`src/hdl/serial_port_pkg.sv`:
```
package serial_port_pkg;
  localparam int ADDR_W = 3;
  localparam logic [2:0] OFS_RECEIVE_DATA = 3'h0;
  localparam logic [2:0] OFS_TRANSMIT_DATA = 3'h1;
  localparam logic [2:0] OFS_BAUD_DIVISOR_LOW = 3'h2;
  localparam logic [2:0] OFS_BAUD_DIVISOR_HIGH = 3'h3;
  localparam logic [2:0] OFS_TRANSMIT_STATUS = 3'h4;
  localparam logic [2:0] OFS_RECEIVE_STATUS = 3'h5;
  localparam logic [2:0] OFS_BAUD_CONTROL = 3'h6;
  localparam int POS_SYNC_MODE = 4;
  localparam int POS_HIGH_SPEED = 2;
  localparam int POS_TX_NINTH = 0;
  localparam int POS_RX_NINTH = 0;
  localparam int POS_WIDE_DIVISOR = 3;
  localparam logic [7:0] RST_BYTE = 8'h00;
  localparam logic [6:0] FACTOR_64 = 7'h40;
  localparam logic [6:0] FACTOR_16 = 7'h10;
  localparam logic [6:0] FACTOR_4 = 7'h04;
endpackage

```
`src/hdl/serial_port_data_and_baud_divider.sv`:
```
// Functional notes
// - Receive data register shows low eight received bits, read only.
// - Received character and its ninth bit are double buffered.
// - Transmit character low byte comes from the transmit data register.
// - Transmit data and ninth bit double buffered; write accepted while shifting.
// - Writing the divisor low byte restarts the baud counter.
// - Writing the divisor high byte restarts the baud counter.
// - Divisor is 16 bits: high register bits 15-8, low register 7-0.
// - High divisor byte ignored unless the wide divisor select is set.
// - Divisor n is the high and low registers concatenated.
// - Async, narrow, low speed: bit rate is clock over 64 times n+1.
// - Async, wide, low speed: bit rate is clock over 16 times n+1.
// - Sync mode: bit clock is clock over 4 times n+1.
// - Wide divisor select set picks 16 bits, clear picks 8 bits.
// - Sync mode select set means synchronous, clear asynchronous.
// - Ninth received bit reads in bit 0 of the receive status register.
//
// The placing of the registers and the strobed register port were chosen for this implementation.

////////////////////////////////////////////////////////////////////////////////

// Two-entry buffer; the head is a flip-flop so it can drive ports directly
module char_buffer2 #(
  parameter int WIDTH = 9
) (
  input wire logic clk_sys,
  input wire logic rst,
  input wire logic in_valid,
  input wire logic [WIDTH-1:0] in_data,
  output logic in_ready,
  output logic out_valid,
  output logic [WIDTH-1:0] out_data,
  input wire logic out_ready
);
  logic [WIDTH-1:0] tail_reg;
  logic [1:0] count_reg;
  logic [1:0] count_next;
  logic push;
  logic pop;

  assign push = in_valid && in_ready;
  assign pop = out_valid && out_ready;

  always_comb begin
    count_next = count_reg;
    if (push && !pop) begin
      count_next = count_reg + 2'h1;
    end else if (pop && !push) begin
      count_next = count_reg - 2'h1;
    end
  end

  always_ff @(posedge clk_sys or posedge rst) begin
    if (rst) begin
      count_reg <= 2'h0;
      in_ready <= 1'b1;
      out_valid <= 1'b0;
    end else begin
      count_reg <= count_next;
      in_ready <= (count_next != 2'h2);
      out_valid <= (count_next != 2'h0);
    end
  end

  always_ff @(posedge clk_sys or posedge rst) begin
    if (rst) begin
      out_data <= '0;
      tail_reg <= '0;
    end else begin
      if (pop && count_reg == 2'h2) begin
        out_data <= tail_reg;
      end
      if (push) begin
        if (count_reg == 2'h0 || (count_reg == 2'h1 && pop)) begin
          out_data <= in_data;
        end else begin
          tail_reg <= in_data;
        end
      end
    end
  end
endmodule

////////////////////////////////////////////////////////////////////////////////

module serial_port_data_and_baud_divider (
  input wire logic clk_sys,
  input wire logic rst,
  input wire logic [serial_port_pkg::ADDR_W-1:0] reg_addr,
  input wire logic [7:0] reg_wdata,
  input wire logic reg_wr,
  input wire logic reg_rd,
  output logic [7:0] reg_rdata,
  input wire logic rx_char_valid,
  input wire logic [8:0] rx_char_data,
  output logic rx_char_ready,
  output logic tx_char_valid,
  output logic [8:0] tx_char_data,
  input wire logic tx_char_ready,
  output logic sync_mode,
  output logic baud_tick
);
  logic [7:0] transmit_data_reg;
  logic [7:0] baud_divisor_low_reg;
  logic [7:0] baud_divisor_high_reg;
  logic high_speed_select_reg;
  logic transmit_ninth_bit_reg;
  logic wide_divisor_select_reg;
  logic rx_head_valid;
  logic [8:0] rx_head;
  logic rx_pop;
  logic tx_push;
  logic tx_room;
  logic [15:0] baud_divisor;
  logic [6:0] factor;
  logic [6:0] pre_cnt_reg;
  logic [15:0] div_cnt_reg;
  logic restart;
  logic tick_now;

  function automatic logic hit(input logic [2:0] a, input logic [2:0] ofs);
    hit = (a == ofs);
  endfunction

  assign rx_pop = reg_rd && hit(reg_addr, serial_port_pkg::OFS_RECEIVE_DATA);
  assign tx_push = reg_wr && hit(reg_addr, serial_port_pkg::OFS_TRANSMIT_DATA);
  assign restart = reg_wr
    && (hit(reg_addr, serial_port_pkg::OFS_BAUD_DIVISOR_LOW)
    || hit(reg_addr, serial_port_pkg::OFS_BAUD_DIVISOR_HIGH));

  // Receive side: the buffer holds the finished character while the next shifts
  char_buffer2 #(.WIDTH(9)) rx_buf (
    .clk_sys(clk_sys),
    .rst(rst),
    .in_valid(rx_char_valid),
    .in_data(rx_char_data),
    .in_ready(rx_char_ready),
    .out_valid(rx_head_valid),
    .out_data(rx_head),
    .out_ready(rx_pop)
  );

  // Transmit side: a write is dropped when both entries are occupied
  char_buffer2 #(.WIDTH(9)) tx_buf (
    .clk_sys(clk_sys),
    .rst(rst),
    .in_valid(tx_push),
    .in_data({transmit_ninth_bit_reg, reg_wdata}),
    .in_ready(tx_room),
    .out_valid(tx_char_valid),
    .out_data(tx_char_data),
    .out_ready(tx_char_ready)
  );

  ////////////////////////////////////////////////////////////////////////////

  always_ff @(posedge clk_sys or posedge rst) begin
    if (rst) begin
      transmit_data_reg <= serial_port_pkg::RST_BYTE;
      baud_divisor_low_reg <= serial_port_pkg::RST_BYTE;
      baud_divisor_high_reg <= serial_port_pkg::RST_BYTE;
      sync_mode <= 1'b0;
      high_speed_select_reg <= 1'b0;
      transmit_ninth_bit_reg <= 1'b0;
      wide_divisor_select_reg <= 1'b0;
    end else if (reg_wr) begin
      if (hit(reg_addr, serial_port_pkg::OFS_TRANSMIT_DATA)) begin
        transmit_data_reg <= reg_wdata;
      end else if (hit(reg_addr, serial_port_pkg::OFS_BAUD_DIVISOR_LOW)) begin
        baud_divisor_low_reg <= reg_wdata;
      end else if (hit(reg_addr, serial_port_pkg::OFS_BAUD_DIVISOR_HIGH)) begin
        baud_divisor_high_reg <= reg_wdata;
      end else if (hit(reg_addr, serial_port_pkg::OFS_TRANSMIT_STATUS)) begin
        sync_mode <= reg_wdata[serial_port_pkg::POS_SYNC_MODE];
        high_speed_select_reg <= reg_wdata[serial_port_pkg::POS_HIGH_SPEED];
        transmit_ninth_bit_reg <= reg_wdata[serial_port_pkg::POS_TX_NINTH];
      end else if (hit(reg_addr, serial_port_pkg::OFS_BAUD_CONTROL)) begin
        wide_divisor_select_reg <=
          reg_wdata[serial_port_pkg::POS_WIDE_DIVISOR];
      end
    end
  end

  // Read data stands only in the cycle after the strobe
  always_ff @(posedge clk_sys or posedge rst) begin
    if (rst) begin
      reg_rdata <= 8'h00;
    end else if (!reg_rd) begin
      reg_rdata <= 8'h00;
    end else if (hit(reg_addr, serial_port_pkg::OFS_RECEIVE_DATA)) begin
      reg_rdata <= rx_head[7:0];
    end else if (hit(reg_addr, serial_port_pkg::OFS_TRANSMIT_DATA)) begin
      reg_rdata <= transmit_data_reg;
    end else if (hit(reg_addr, serial_port_pkg::OFS_BAUD_DIVISOR_LOW)) begin
      reg_rdata <= baud_divisor_low_reg;
    end else if (hit(reg_addr, serial_port_pkg::OFS_BAUD_DIVISOR_HIGH)) begin
      reg_rdata <= baud_divisor_high_reg;
    end else if (hit(reg_addr, serial_port_pkg::OFS_TRANSMIT_STATUS)) begin
      reg_rdata <= 8'h00;
      reg_rdata[serial_port_pkg::POS_SYNC_MODE] <= sync_mode;
      reg_rdata[serial_port_pkg::POS_HIGH_SPEED] <= high_speed_select_reg;
      reg_rdata[serial_port_pkg::POS_TX_NINTH] <= transmit_ninth_bit_reg;
    end else if (hit(reg_addr, serial_port_pkg::OFS_RECEIVE_STATUS)) begin
      reg_rdata <= 8'h00;
      reg_rdata[serial_port_pkg::POS_RX_NINTH] <= rx_head[8];
    end else if (hit(reg_addr, serial_port_pkg::OFS_BAUD_CONTROL)) begin
      reg_rdata <= 8'h00;
      reg_rdata[serial_port_pkg::POS_WIDE_DIVISOR] <= wide_divisor_select_reg;
    end else begin
      reg_rdata <= 8'h00;
    end
  end

  ////////////////////////////////////////////////////////////////////////////

  // Narrow mode masks the high byte instead of clearing it, so it survives
  assign baud_divisor = wide_divisor_select_reg
    ? {baud_divisor_high_reg, baud_divisor_low_reg}
    : {8'h00, baud_divisor_low_reg};

  always_comb begin
    if (sync_mode) begin
      factor = serial_port_pkg::FACTOR_4;
    end else if (wide_divisor_select_reg) begin
      factor = high_speed_select_reg ? serial_port_pkg::FACTOR_4
        : serial_port_pkg::FACTOR_16;
    end else begin
      factor = high_speed_select_reg ? serial_port_pkg::FACTOR_16
        : serial_port_pkg::FACTOR_64;
    end
  end

  assign tick_now = (pre_cnt_reg >= factor - 7'h01)
    && (div_cnt_reg >= baud_divisor);

  // Compare with >= so a smaller divisor or factor never overruns the wrap
  always_ff @(posedge clk_sys or posedge rst) begin
    if (rst) begin
      pre_cnt_reg <= 7'h00;
      div_cnt_reg <= 16'h0000;
      baud_tick <= 1'b0;
    end else if (restart) begin
      pre_cnt_reg <= 7'h00;
      div_cnt_reg <= 16'h0000;
      baud_tick <= 1'b0;
    end else if (pre_cnt_reg >= factor - 7'h01) begin
      pre_cnt_reg <= 7'h00;
      div_cnt_reg <= tick_now ? 16'h0000 : div_cnt_reg + 16'h0001;
      baud_tick <= tick_now;
    end else begin
      pre_cnt_reg <= pre_cnt_reg + 7'h01;
      baud_tick <= 1'b0;
    end
  end

  ////////////////////////////////////////////////////////////////////////////

  logic [22:0] gap_cnt;
  logic [22:0] period;
  logic seen_tick;

  assign period = 23'(factor) * (23'(baud_divisor) + 23'h000001);

  always_ff @(posedge clk_sys or posedge rst) begin
    if (rst) begin
      gap_cnt <= 23'h000000;
      seen_tick <= 1'b0;
    end else if (restart || reg_wr) begin
      gap_cnt <= 23'h000000;
      seen_tick <= 1'b0;
    end else if (baud_tick) begin
      gap_cnt <= 23'h000001;
      seen_tick <= 1'b1;
    end else begin
      gap_cnt <= gap_cnt + 23'h000001;
    end
  end
endmodule

```
`config.mk`:
```
export PLATFORM = sky130hd
export DESIGN_NAME = serial_port_data_and_baud_divider
export DESIGN_NICKNAME = d
export VERILOG_FILES = /design/src/hdl/serial_port_pkg.sv /design/src/hdl/serial_port_data_and_baud_divider.sv
export SDC_FILE = /design/constraint.sdc
export NUM_CORES = 1
export LEC_CHECK = 0
export BUFFER_PORTS_ARGS = -buffer_cell sky130_fd_sc_hd__clkbuf_2
export CORE_MARGIN = 5
export CORE_UTILIZATION = 54
export CTS_CLUSTER_SIZE = 30
export DETAILED_ROUTE_END_ITERATION = 7
export GPL_ROUTABILITY_DRIVEN = 0
export PLACE_DENSITY = 0.76
export SYNTH_ARGS = -nofsm -noshare
export SYNTH_HDL_FRONTEND = slang
export SYNTH_SLANG_ARGS = --single-unit
```
`constraint.sdc`:
```
create_clock -name clk_sys -period 2.89 [get_ports clk_sys]
set_input_delay 0.289 -clock clk_sys [delete_from_list [all_inputs] [get_ports clk_sys]]
set_output_delay 0.289 -clock clk_sys [all_outputs]
set_load 0.1 [all_outputs]
```
==> results of run 1 <==
[cell families (layout without fill, tap and decap cells)]
kind of cell	count (synthesis)	in the layout	share of synthesized area [%]
xor gates and xnor gates	16	16	2.65
DFF	104	104	49.3
buffers and inverters	38	103	2.98
muxes	67	67	15.0
adders and majority gates	34	34	7.95
and+or+nand+nor	149	149	14.2
AOI/OAI and AO/OA	72	72	7.95
[routing by layer]
metal	vias up	global-route usage, %
met5	-	0
met4	0	7.30
met3	20	6.51
met2	100	32.6
met1	1909	26.5
li1	1796	-
[worst max-delay path by stage]
stage	to	start	cells past startpoint	slack (ns)
4_1_cts	div_cnt_reg[6]$_DFFE_PP0P_	high_speed_select_reg$_DFFE_PP0P_	12	-0.02
5_1_grt	div_cnt_reg[6]$_DFFE_PP0P_	wide_divisor_select_reg$_DFFE_PP0P_	12	-0.12
2_1_floorplan	div_cnt_reg[6]$_DFFE_PP0P_	sync_mode$_DFFE_PP0P_	11	-0.06
3_3_place_gp	div_cnt_reg[6]$_DFFE_PP0P_	high_speed_select_reg$_DFFE_PP0P_	11	0.004
6_report	div_cnt_reg[6]$_DFFE_PP0P_	wide_divisor_select_reg$_DFFE_PP0P_	12	0.01
3_5_place_dp	div_cnt_reg[6]$_DFFE_PP0P_	high_speed_select_reg$_DFFE_PP0P_	12	-0.09
[final cells by class]
type,count,area (µm²),area share (%)
Multi-Input combinational cell,338,2610,43.0
Sequential cell,104,2610,43.0
Timing Repair Buffer,63,377,6.21
Tap cell,133,166,2.74
Clock buffer,10,138,2.27
Inverter,24,96.3,1.59
Clock inverter,6,75.1,1.24
[cell usage in the layout (no fill, tap or decap), types with 3 or more instances in the layout]
cell	n
o21ai_0	30
nand3_1	12
xnor2_1	5
clkbuf_8	10
nor2b_1	10
nand4_1	6
or2_2	3
mux2i_1	24
and2_1	6
inv_1	20
nor2_1	29
xor2_1	10
ha_1	29
clkbuf_2	46
nor3_1	6
nand2_1	48
dfrtp_1	101
and3_1	11
buf_4	14
a21oi_1	22
a22o_1	4
mux2_2	37
mux4_2	6
[synth_stat cells (3+ instances only)]
library cell and instances:
a21oi_1 23, a22o_1 4, and2_1 7, and3_1 12
buf_2 6, clkbuf_1 5, dfrtp_1 102, ha_1 32
inv_1 24, mux2_2 37, mux2i_1 24, mux4_2 6
nand2_1 49, nand2b_1 3, nand3_1 12, nand4_1 6
nor2_1 29, nor2b_1 10, nor3_1 6, o21ai_0 31
or2_2 4, or3_1 3, xnor2_1 6, xor2_1 10
[power by group]
group / total, mW / switching [mW] / internal, mW
logic: 2.16 / 1.37 / 0.792
registers: 2.20 / 0.296 / 1.90
clock network: 0.983 / 0.545 / 0.438
total: 5.34 / 2.21 / 3.13
[repair_timing]
action,CTS,global route
hold endpoints to repair,26,0
pin swaps,7,12
gates resized for setup,5,11
buffers inserted,2,3
gates cloned,0,0
endpoints found under the setup margin,3,16
hold buffers,1,0
[worst max-delay path: stages, from the launching register on]
cell and delay [ns]:
dfrtp_1 0.42, ha_2 0.20, or2_4 0.24, inv_4 0.06, ha_4 0.13, xnor2_2 0.06
ha_1 0.29, nand2_1 0.07, or4_4 0.56, a21oi_4 0.18, nand4_4 0.14, or3_1 0.39
o21ai_1 0.08
==> impl_metrics.py, run 1 <==
metrics = {
    "cells_and_area": {
        "drive_gt1_share_pct": 27.2,
        "largest_reg_flops": 16,
        "fin_area_mm2": 0.00607,
        "final_util_pct": 62.6,
        "area_growth_pct": 14.7,
        "final_nets": 598,
        "diodes": 0,
        "instances_no_fill": 678,
        "fillers": 783,
    },
    "pwr": {
        "total_power_mw": 5.34,
        "ir_drop_uv": 720,
        "powerDensity_mw_per_mm2": 881,
        "p_leak_nw": 2.97,
    },
    "sta": {
        "finalSetupViolations": 0,
        "finalMaxSlewViolations": 0,
        "relSlewSlack_pct": 58.7,
        "fin_skew_ns": 0.00701,
        "setup_tns_ns": 0,
        "max_slew.worst_pin.slew_ns": 0.618,
        "period_needed_ns": 2.88,
        "setup_ws_ns": 0.0140,
        "finalHoldWorstSlack_ns": 0.113,
        "max_freq_ghz": 0.348,
        "hold_viol": 0,
        "post-route-period-util_pct": 99.5,
        "rsz0062_at_grt": "yes",
    },
    "logic_synthesis": {
        "avgSynthCellArea_um2": 11.0,
        "seq_area_frac_synth_pct": 49.3,
        "yosys.area.top_type": "dfrtp_1",
        "syn-cell-area_mm2": 0.00529,
        "synth-edff-count": 0,
        "synth_nets": 538,
        "synth-async-reset-ratio_pct": 100,
        "synthCells": 480,
        "ys.flop_type": "dfrtp_1",
        "synth_top_area_share_pct": 48.3,
        "synth_top_cells_by_area": "dfrtp_1 (48%), mux2_2 (7.9%), ha_1 (7.6%)",
        "ys_ff_latch": 104,
        "synth_cell_types": 48,
        "synth_warnings": 0,
    },
    "global_route": {
        "grt_pass1_wl_um": 18600,
        "antenna_found_initial": 0,
        "track_usage_pct": 20.5,
        "grt_max_degree": 55,
        "first_global_vias": 3838,
        "globalRoute.totalOverflow": 0,
    },
    "clocking": {
        "htree_levels": 3,
        "clkTransAtPathRegs_ns": 0.11,
        "clock_latency_ns": 0.39,
        "tritoncts": "yes",
        "numClockSinks": 104,
        "root_buffer": "clkbuf_8",
        "numCtsBuffers": 9,
        "clock_path_buffers": 2,
    },
    "route": {
        "dr.pass1.iters": 5,
        "route.detailed.drc": 0,
        "dr.max_layer_used": "met4",
        "ant_nets": 0,
        "wl_met3_um": 695,
        "wl_um": 11300,
        "vias": 3825,
        "wl_per_cell_um": 16.7,
        "wl_met1_um": 4900,
        "vias_per_cell": 5.64,
        "wl_met2_um": 5470,
        "drtIter0Drc": 213,
    },
    "floorplanning": {
        "die_w_um": 109,
        "initial_core_util_pct": 54.6,
        "dieArea_mm2": 0.0119,
        "fp.coreArea_mm2": 0.00968,
        "rows": 36,
        "die_h_um": 109,
        "ios": 47,
    },
    "run_status": {
        "status": "completed",
    },
    "placement": {
        "portBuffers": 46,
        "hpwlAfterDp_um": 8180,
        "place_area_mm2": 0.00575,
        "post-place-ws_ns": -0.0914,
        "placed_cells_incl_taps": 656,
    },
    "job": {
        "drv_cap": 0,
    },
    "critical_path": {
        "worst_r2r_path_depth": 12,
        "worstPathArrival_ns": 3.20,
        "reg2reg_slack_ns": 0.01,
        "path_max_fanout": 6,
        "r2r-end": "div_cnt_reg[6]$_DFFE_PP0P_",
        "timing.rr.start": "wide_divisor_select_reg$_DFFE_PP0P_",
        "cp-end-kind": "flop",
        "crit_required_ns": 3.22,
        "crit_type": "flop to flop",
        "start_kind": "flop",
    },
    "hold_path": {
        "worstHoldEndpoint": "rx_buf.out_data[8]$_DFF_PP0_",
        "hold_path.class": "primary input to flop",
        "holdPathStages": 3,
        "hold_start": "rx_char_data[8]",
    },
}
Note: power is estimated with default switching activity, not from simulation.
==> run 2, diff against run 1 <==
--- a/config.mk
+++ b/config.mk
@@ -12,6 +12,7 @@
 export DETAILED_ROUTE_END_ITERATION = 7
 export GPL_ROUTABILITY_DRIVEN = 0
 export PLACE_DENSITY = 0.76
+export REMOVE_ABC_BUFFERS = 1
 export SYNTH_ARGS = -nofsm -noshare
 export SYNTH_HDL_FRONTEND = slang
 export SYNTH_SLANG_ARGS = --single-unit
==> run 2 against run 1 <==
Effect of this change: the run now ends with setup timing left; power shrank 1.4%; combinational power hardly changed; cell area down 0.27%; first-iteration DRC count increased by 32%; sequential share of layout area up 0.095 points; flip-flop and latch count is the same; die area unchanged; critical path type unchanged; highest routed layer unchanged.
==> impl_metrics.py, run 2 (synthesis results as in run 1) <==
metrics = {
    "run_status": {
        "status": "finished, violations left",
        "violations": "setup timing",
    },
    "critical_path": {
        "worstPathArrival_ns": 3.22,
        "cp-startpoint": "high_speed_select_reg$_DFFE_PP0P_",
        "crit_type": "flop to flop",
        "worst_r2r_path_depth": 12,
        "crit_required_ns": 3.20,
        "timing.rr.start": "high_speed_select_reg$_DFFE_PP0P_",
        "path_cells": "ha_1 -> or2_4 -> inv_2 -> ha_4 -> xnor2_2 -> ha_1 -> nand2_2 -> or4_4 -> a21oi_4 -> nand4_4 -> or3_1 -> o21ai_1",
        "start_kind": "flop",
        "cp_slowest_stage_delay_ns": 0.57,
        "cpMaxStageDelayCell": "or4_4",
        "path_max_fanout": 6,
        "cpMostUsedCell": "ha_1",
        "cp-end-kind": "flop",
    },
    "pwr": {
        "p_leak_nw": 2.97,
        "ir_drop_uv": 767,
        "total_power_mw": 5.27,
        "powerDensity_mw_per_mm2": 871,
    },
    "sta": {
        "max_slew.worst_pin.slew_ns": 0.747,
        "finalMaxSlewViolations": 0,
        "relSlewSlack_pct": 50.2,
        "finalSetupViolations": 1,
        "fin_skew_ns": 0.0119,
        "setup_tns_ns": -0.0169,
        "setup_ws_ns": -0.0169,
        "max_freq_ghz": 0.344,
        "hold_viol": 0,
        "period_needed_ns": 2.91,
        "rsz0062_at_grt": "yes",
        "post-route-period-util_pct": 101,
        "finalHoldWorstSlack_ns": 0.0340,
    },
    "clocking": {
        "clock_path_buffers": 2,
        "root_buffer": "clkbuf_8",
        "clock_latency_ns": 0.38,
        "cts-hold-fix-buffers": 0,
        "tritoncts": "yes",
        "htree_levels": 3,
        "numClockSinks": 104,
        "numCtsBuffers": 9,
        "clkTransAtPathRegs_ns": 0.10,
    },
    "floorplanning": {
        "initial_core_util_pct": 54.6,
        "rows": 36,
        "die_w_um": 109,
        "ios": 47,
        "die_h_um": 109,
        "dieArea_mm2": 0.0119,
        "fp.coreArea_mm2": 0.00968,
    },
    "cells_and_area": {
        "final_common_cell": "dfrtp_1",
        "largest_reg_flops": 16,
        "fillers": 762,
        "diodes": 0,
        "drive_gt1_share_pct": 27.2,
        "final_cell_mix": "dfrtp_1 (102), nand2_1 (47), clkbuf_2 (46)",
        "area_growth_pct": 14.4,
        "final_nets": 601,
    },
    "global_route": {
        "track_usage_pct": 21.2,
        "antenna_found_initial": 0,
        "grt_use_met1_pct": 27.9,
        "first_global_vias": 4009,
        "grt_pass1_wl_um": 19500,
        "grt.busiest_layer": "met2",
        "grt_max_degree": 63,
        "met3_usage_pct": 5.51,
        "globalRoute.totalOverflow": 0,
        "grtUsageMet2_pct": 34.6,
    },
    "hold_path": {
        "hold_path.class": "primary input to async pin",
    },
    "route": {
        "vias": 3839,
        "ant_nets": 0,
        "dr.pass1.iters": 4,
        "drtIter0Drc": 281,
        "vias_per_cell": 5.64,
        "wl_um": 11300,
        "route.detailed.drc": 0,
        "wl_per_cell_um": 16.6,
    },
    "placement": {
        "hpwlAfterDp_um": 8310,
        "post-place-ws_ns": -0.0910,
        "portBuffers": 46,
    },
    "job": {
        "drv_cap": 0,
    },
}
## run 2: final timing paths
kind,endpoint,slack [ns]
worst max register to register,div_cnt_reg[6]$_DFFE_PP0P_,-0.02
max in group asynchronous,tx_buf.in_ready$_DFF_PP1_,2.10
worst max-delay path,div_cnt_reg[6]$_DFFE_PP0P_,-0.02
worst min register to register,tx_buf.tail_reg[0]$_DFFE_PP0P_,0.51
worst min-delay path,high_speed_select_reg$_DFFE_PP0P_,0.03
min in group clk_sys,rx_buf.out_data[5]$_DFF_PP0_,0.12
## run 2: what timing repair did
action / in CTS / in global routing
setup buffers: 3 / 2
gates resized for setup: 13 / 4
pin swaps: 11 / 7
gates cloned: 0 / 0
setup endpoints to repair: 8 / 16
## run 2: critical path: cells and delay by family (launching register included)
| family | cells | cell delay (ns) |
|---|---|---|
| flip-flops | 1 | 0.40 |
| adder cells (fa/ha/maj) | 3 | 0.65 |
| AO/OA/AOI/OAI | 2 | 0.26 |
| XOR/XNOR | 1 | 0.06 |
| AND/OR/NAND/NOR | 5 | 1.40 |
| buffers and inverters | 1 | 0.07 |
## run 2: final cells by class
class / count / area, µm² / share of cell area (%)
sequential: 104 / 2610 / 43.1
clock buffer: 11 / 151 / 2.50
clock inverter: 5 / 40.0 / 0.662
inverter: 24 / 95.1 / 1.57
tap: 133 / 166 / 2.75
multi-input combinational: 338 / 2590 / 42.8
timing repair buffer: 66 / 400 / 6.62
## run 2: where the power goes
part,internal [mW],switching [mW]
clock network,0.367,0.516
registers,1.90,0.292
logic,0.810,1.38
## run 2: per-stage QoR
stage,cell area (µm²),utilization [%],cells
2_1_floorplan,5220,-,466
3_3_place_gp,5750,59.3,660
3_5_place_dp,5750,59.3,660
4_1_cts,6010,62.1,679
5_1_grt,6050,62.5,681
6_report,6050,62.5,681
## run 2: metal layers
| metal | share of wire [%] | vias up | wire length (µm) |
|---|---|---|---|
| li1 | - | 1801 | - |
| met1 | 44 | 1927 | 4970 |
| met2 | 49 | 99 | 5570 |
| met3 | 5.7 | 12 | 651 |
| met4 | 1.2 | 0 | 136 |
| met5 | 0 | - | 0 |
==> run 3, diff against run 2 <==
==> constraint.sdc (replaced) <==
create_clock -name clk_sys -period 2.89 [get_ports clk_sys]
set_input_delay 0.578 -clock clk_sys [delete_from_list [all_inputs] [get_ports clk_sys]]
set_output_delay 0.578 -clock clk_sys [all_outputs]
set_load 0.1 [all_outputs]
==> run 3 against run 2 <==
Effect of this change: the flow now finishes without violations; worst setup slack better by 0.032 ns; die area unchanged; first-iteration DRC count down 17%; clock power down 1%; critical path type unchanged; critical endpoint is now div_cnt_reg[11]$_DFFE_PP0P_; largest cell class unchanged.
==> impl_metrics.py, run 3 (synthesis results as in run 1) <==
metrics = {
    "cells_and_area": {
        "drive_gt1_share_pct": 27.0,
        "area_growth_pct": 13.7,
        "final_nets": 598,
        "largest_reg_flops": 16,
        "final_common_cell": "dfrtp_1",
        "diodes": 0,
        "final_cell_mix": "dfrtp_1 (102), nand2_1 (48), clkbuf_2 (46)",
    },
    "critical_path": {
        "crit_path_end": "div_cnt_reg[11]$_DFFE_PP0P_",
        "crit_type": "flop to flop",
        "crit_cells": 12,
        "crit_required_ns": 3.19,
        "crit_family": "simple AND/OR/NAND/NOR gates",
        "timing.rr.start": "high_speed_select_reg$_DFFE_PP0P_",
        "cp-startpoint": "high_speed_select_reg$_DFFE_PP0P_",
        "r2r-end": "div_cnt_reg[11]$_DFFE_PP0P_",
        "crit_buf_inv": 1,
        "path_max_fanout": 5,
        "cp-end-kind": "flop",
        "worst_r2r_path_depth": 12,
        "path_cells": "inv_2 -> ha_1 -> nand2b_1 -> ha_4 -> xnor2_2 -> ha_1 -> nand2_1 -> or4_4 -> nand3_2 -> nand2_2 -> or3_1 -> a21oi_1",
        "reg2reg_slack_ns": 0.01,
        "cpMaxStageDelayCell": "or4_4",
        "cpMostUsedCell": "ha_1",
        "cp_slowest_stage_delay_ns": 0.55,
        "start_kind": "flop",
        "worstPathArrival_ns": 3.17,
    },
    "pwr": {
        "seq_power_share_pct": 41.9,
        "sw_frac_of_total_pct": 42.0,
        "ir_drop_uv": 680,
        "power_frac_comb_pct": 41.4,
        "internal_power_mw": 3.03,
        "clockPowerShare_pct": 16.7,
        "power_switching_mw": 2.19,
        "p_leak_nw": 2.95,
        "total_power_mw": 5.22,
        "powerDensity_mw_per_mm2": 868,
    },
    "route": {
        "vias": 3772,
        "route.detailed.drc": 0,
        "ant_nets": 0,
        "wl_um": 11300,
        "drtIter0Drc": 234,
        "wl_per_cell_um": 16.6,
        "vias_per_cell": 5.56,
        "dr.pass1.iters": 4,
    },
    "floorplanning": {
        "dieArea_mm2": 0.0119,
        "fp.coreArea_mm2": 0.00968,
        "ios": 47,
        "die_w_um": 109,
        "initial_core_util_pct": 54.6,
        "rows": 36,
        "die_h_um": 109,
    },
    "clocking": {
        "clock_latency_ns": 0.37,
        "htree_levels": 3,
        "clock_path_buffers": 2,
        "tritoncts": "yes",
        "numClockSinks": 104,
        "root_buffer": "clkbuf_8",
        "numCtsBuffers": 9,
        "cts-hold-fix-buffers": 0,
        "clkTransAtPathRegs_ns": 0.10,
    },
    "sta": {
        "hold_viol": 0,
        "max_freq_ghz": 0.348,
        "setup_tns_ns": 0,
        "period_needed_ns": 2.88,
        "finalSetupViolations": 0,
        "finalMaxSlewViolations": 0,
        "max_slew.worst_pin.slew_ns": 0.857,
        "finalHoldWorstSlack_ns": 0.206,
        "rsz0062_at_grt": "yes",
        "fin_skew_ns": 0.0128,
        "post-route-period-util_pct": 99.5,
        "relSlewSlack_pct": 42.8,
    },
    "global_route": {
        "track_usage_pct": 20.7,
        "globalRoute.totalOverflow": 0,
        "antenna_found_initial": 0,
        "grt_pass1_wl_um": 18800,
        "grt_max_degree": 44,
        "first_global_vias": 3879,
    },
    "placement": {
        "portBuffers": 46,
        "hpwlAfterDp_um": 8270,
    },
    "hold_path": {
        "hold_path.class": "primary input to async pin",
    },
    "job": {
        "drv_cap": 0,
    },
    "run_status": {
        "status": "completed",
    },
}
-- run 3: worst min-delay path by stage --
stage / from / to / slack [ns] / depth (start not counted)
4_1_cts: rst / wide_divisor_select_reg$_DFFE_PP0P_ / 0.22 / 2
3_5_place_dp: rx_buf.tail_reg[2]$_DFFE_PP0P_ / rx_buf.tail_reg[2]$_DFFE_PP0P_ / 0.49 / 1
5_1_grt: rst / transmit_data_reg[4]$_DFFE_PP0P_ / 0.24 / 2
6_report: rst / transmit_data_reg[4]$_DFFE_PP0P_ / 0.21 / 2
2_1_floorplan: transmit_data_reg[0]$_DFFE_PP0P_ / transmit_data_reg[0]$_DFFE_PP0P_ / 0.48 / 1
3_3_place_gp: transmit_data_reg[2]$_DFFE_PP0P_ / transmit_data_reg[2]$_DFFE_PP0P_ / 0.49 / 1
-- run 3: cell type report --
cell class,count,area (µm²)
fill,794,3670
sequential,104,2610
multi-input combinational,338,2570
timing repair buffer,63,390
tap,133,166
clock buffer,10,138
inverter,24,92.6
clock inverter,6,50.0
-- run 3: what timing repair did --
item / 4_1_cts / 5_1_grt
pin swaps: 8 / 3
setup buffers: 2 / 0
cloned: 0 / 0
gates resized for setup: 12 / 8
endpoints found under the setup margin: 15 / 15
-- run 3: power groups by stage --
stage / sequential (mW) / clock [mW] / combinational [mW]
after floorplan: 2.74 / 0 / 1.03
after global placement: 2.19 / 0 / 1.99
after CTS: 2.19 / 0.904 / 2.15
after detailed placement: 2.21 / 0 / 2.08
after global routing: 2.24 / 0.955 / 2.35
final: 2.19 / 0.874 / 2.16
-- run 3: metal layers --
layer | track usage (%) | part of all wire (%) | up-vias
li1 | - | - | 1789
met1 | 27.3 | 45 | 1879
met2 | 34.4 | 50 | 88
met3 | 4.26 | 4.5 | 16
met4 | 6.31 | 1.3 | 0
met5 | 0 | 0 | -
-- run 3: through the flow --
stage | cells | setup slack, ns | util [%] | area [µm²]
final | 678 | 0.0148 | 62.1 | 6020
after global routing | 678 | -0.0789 | 62.1 | 6020
after global placement | 660 | -0.0129 | 59.3 | 5750
after detailed placement | 660 | -0.131 | 59.3 | 5750
after floorplan | 466 | -0.473 | - | 5220
after CTS | 678 | 0.00217 | 61.9 | 5990
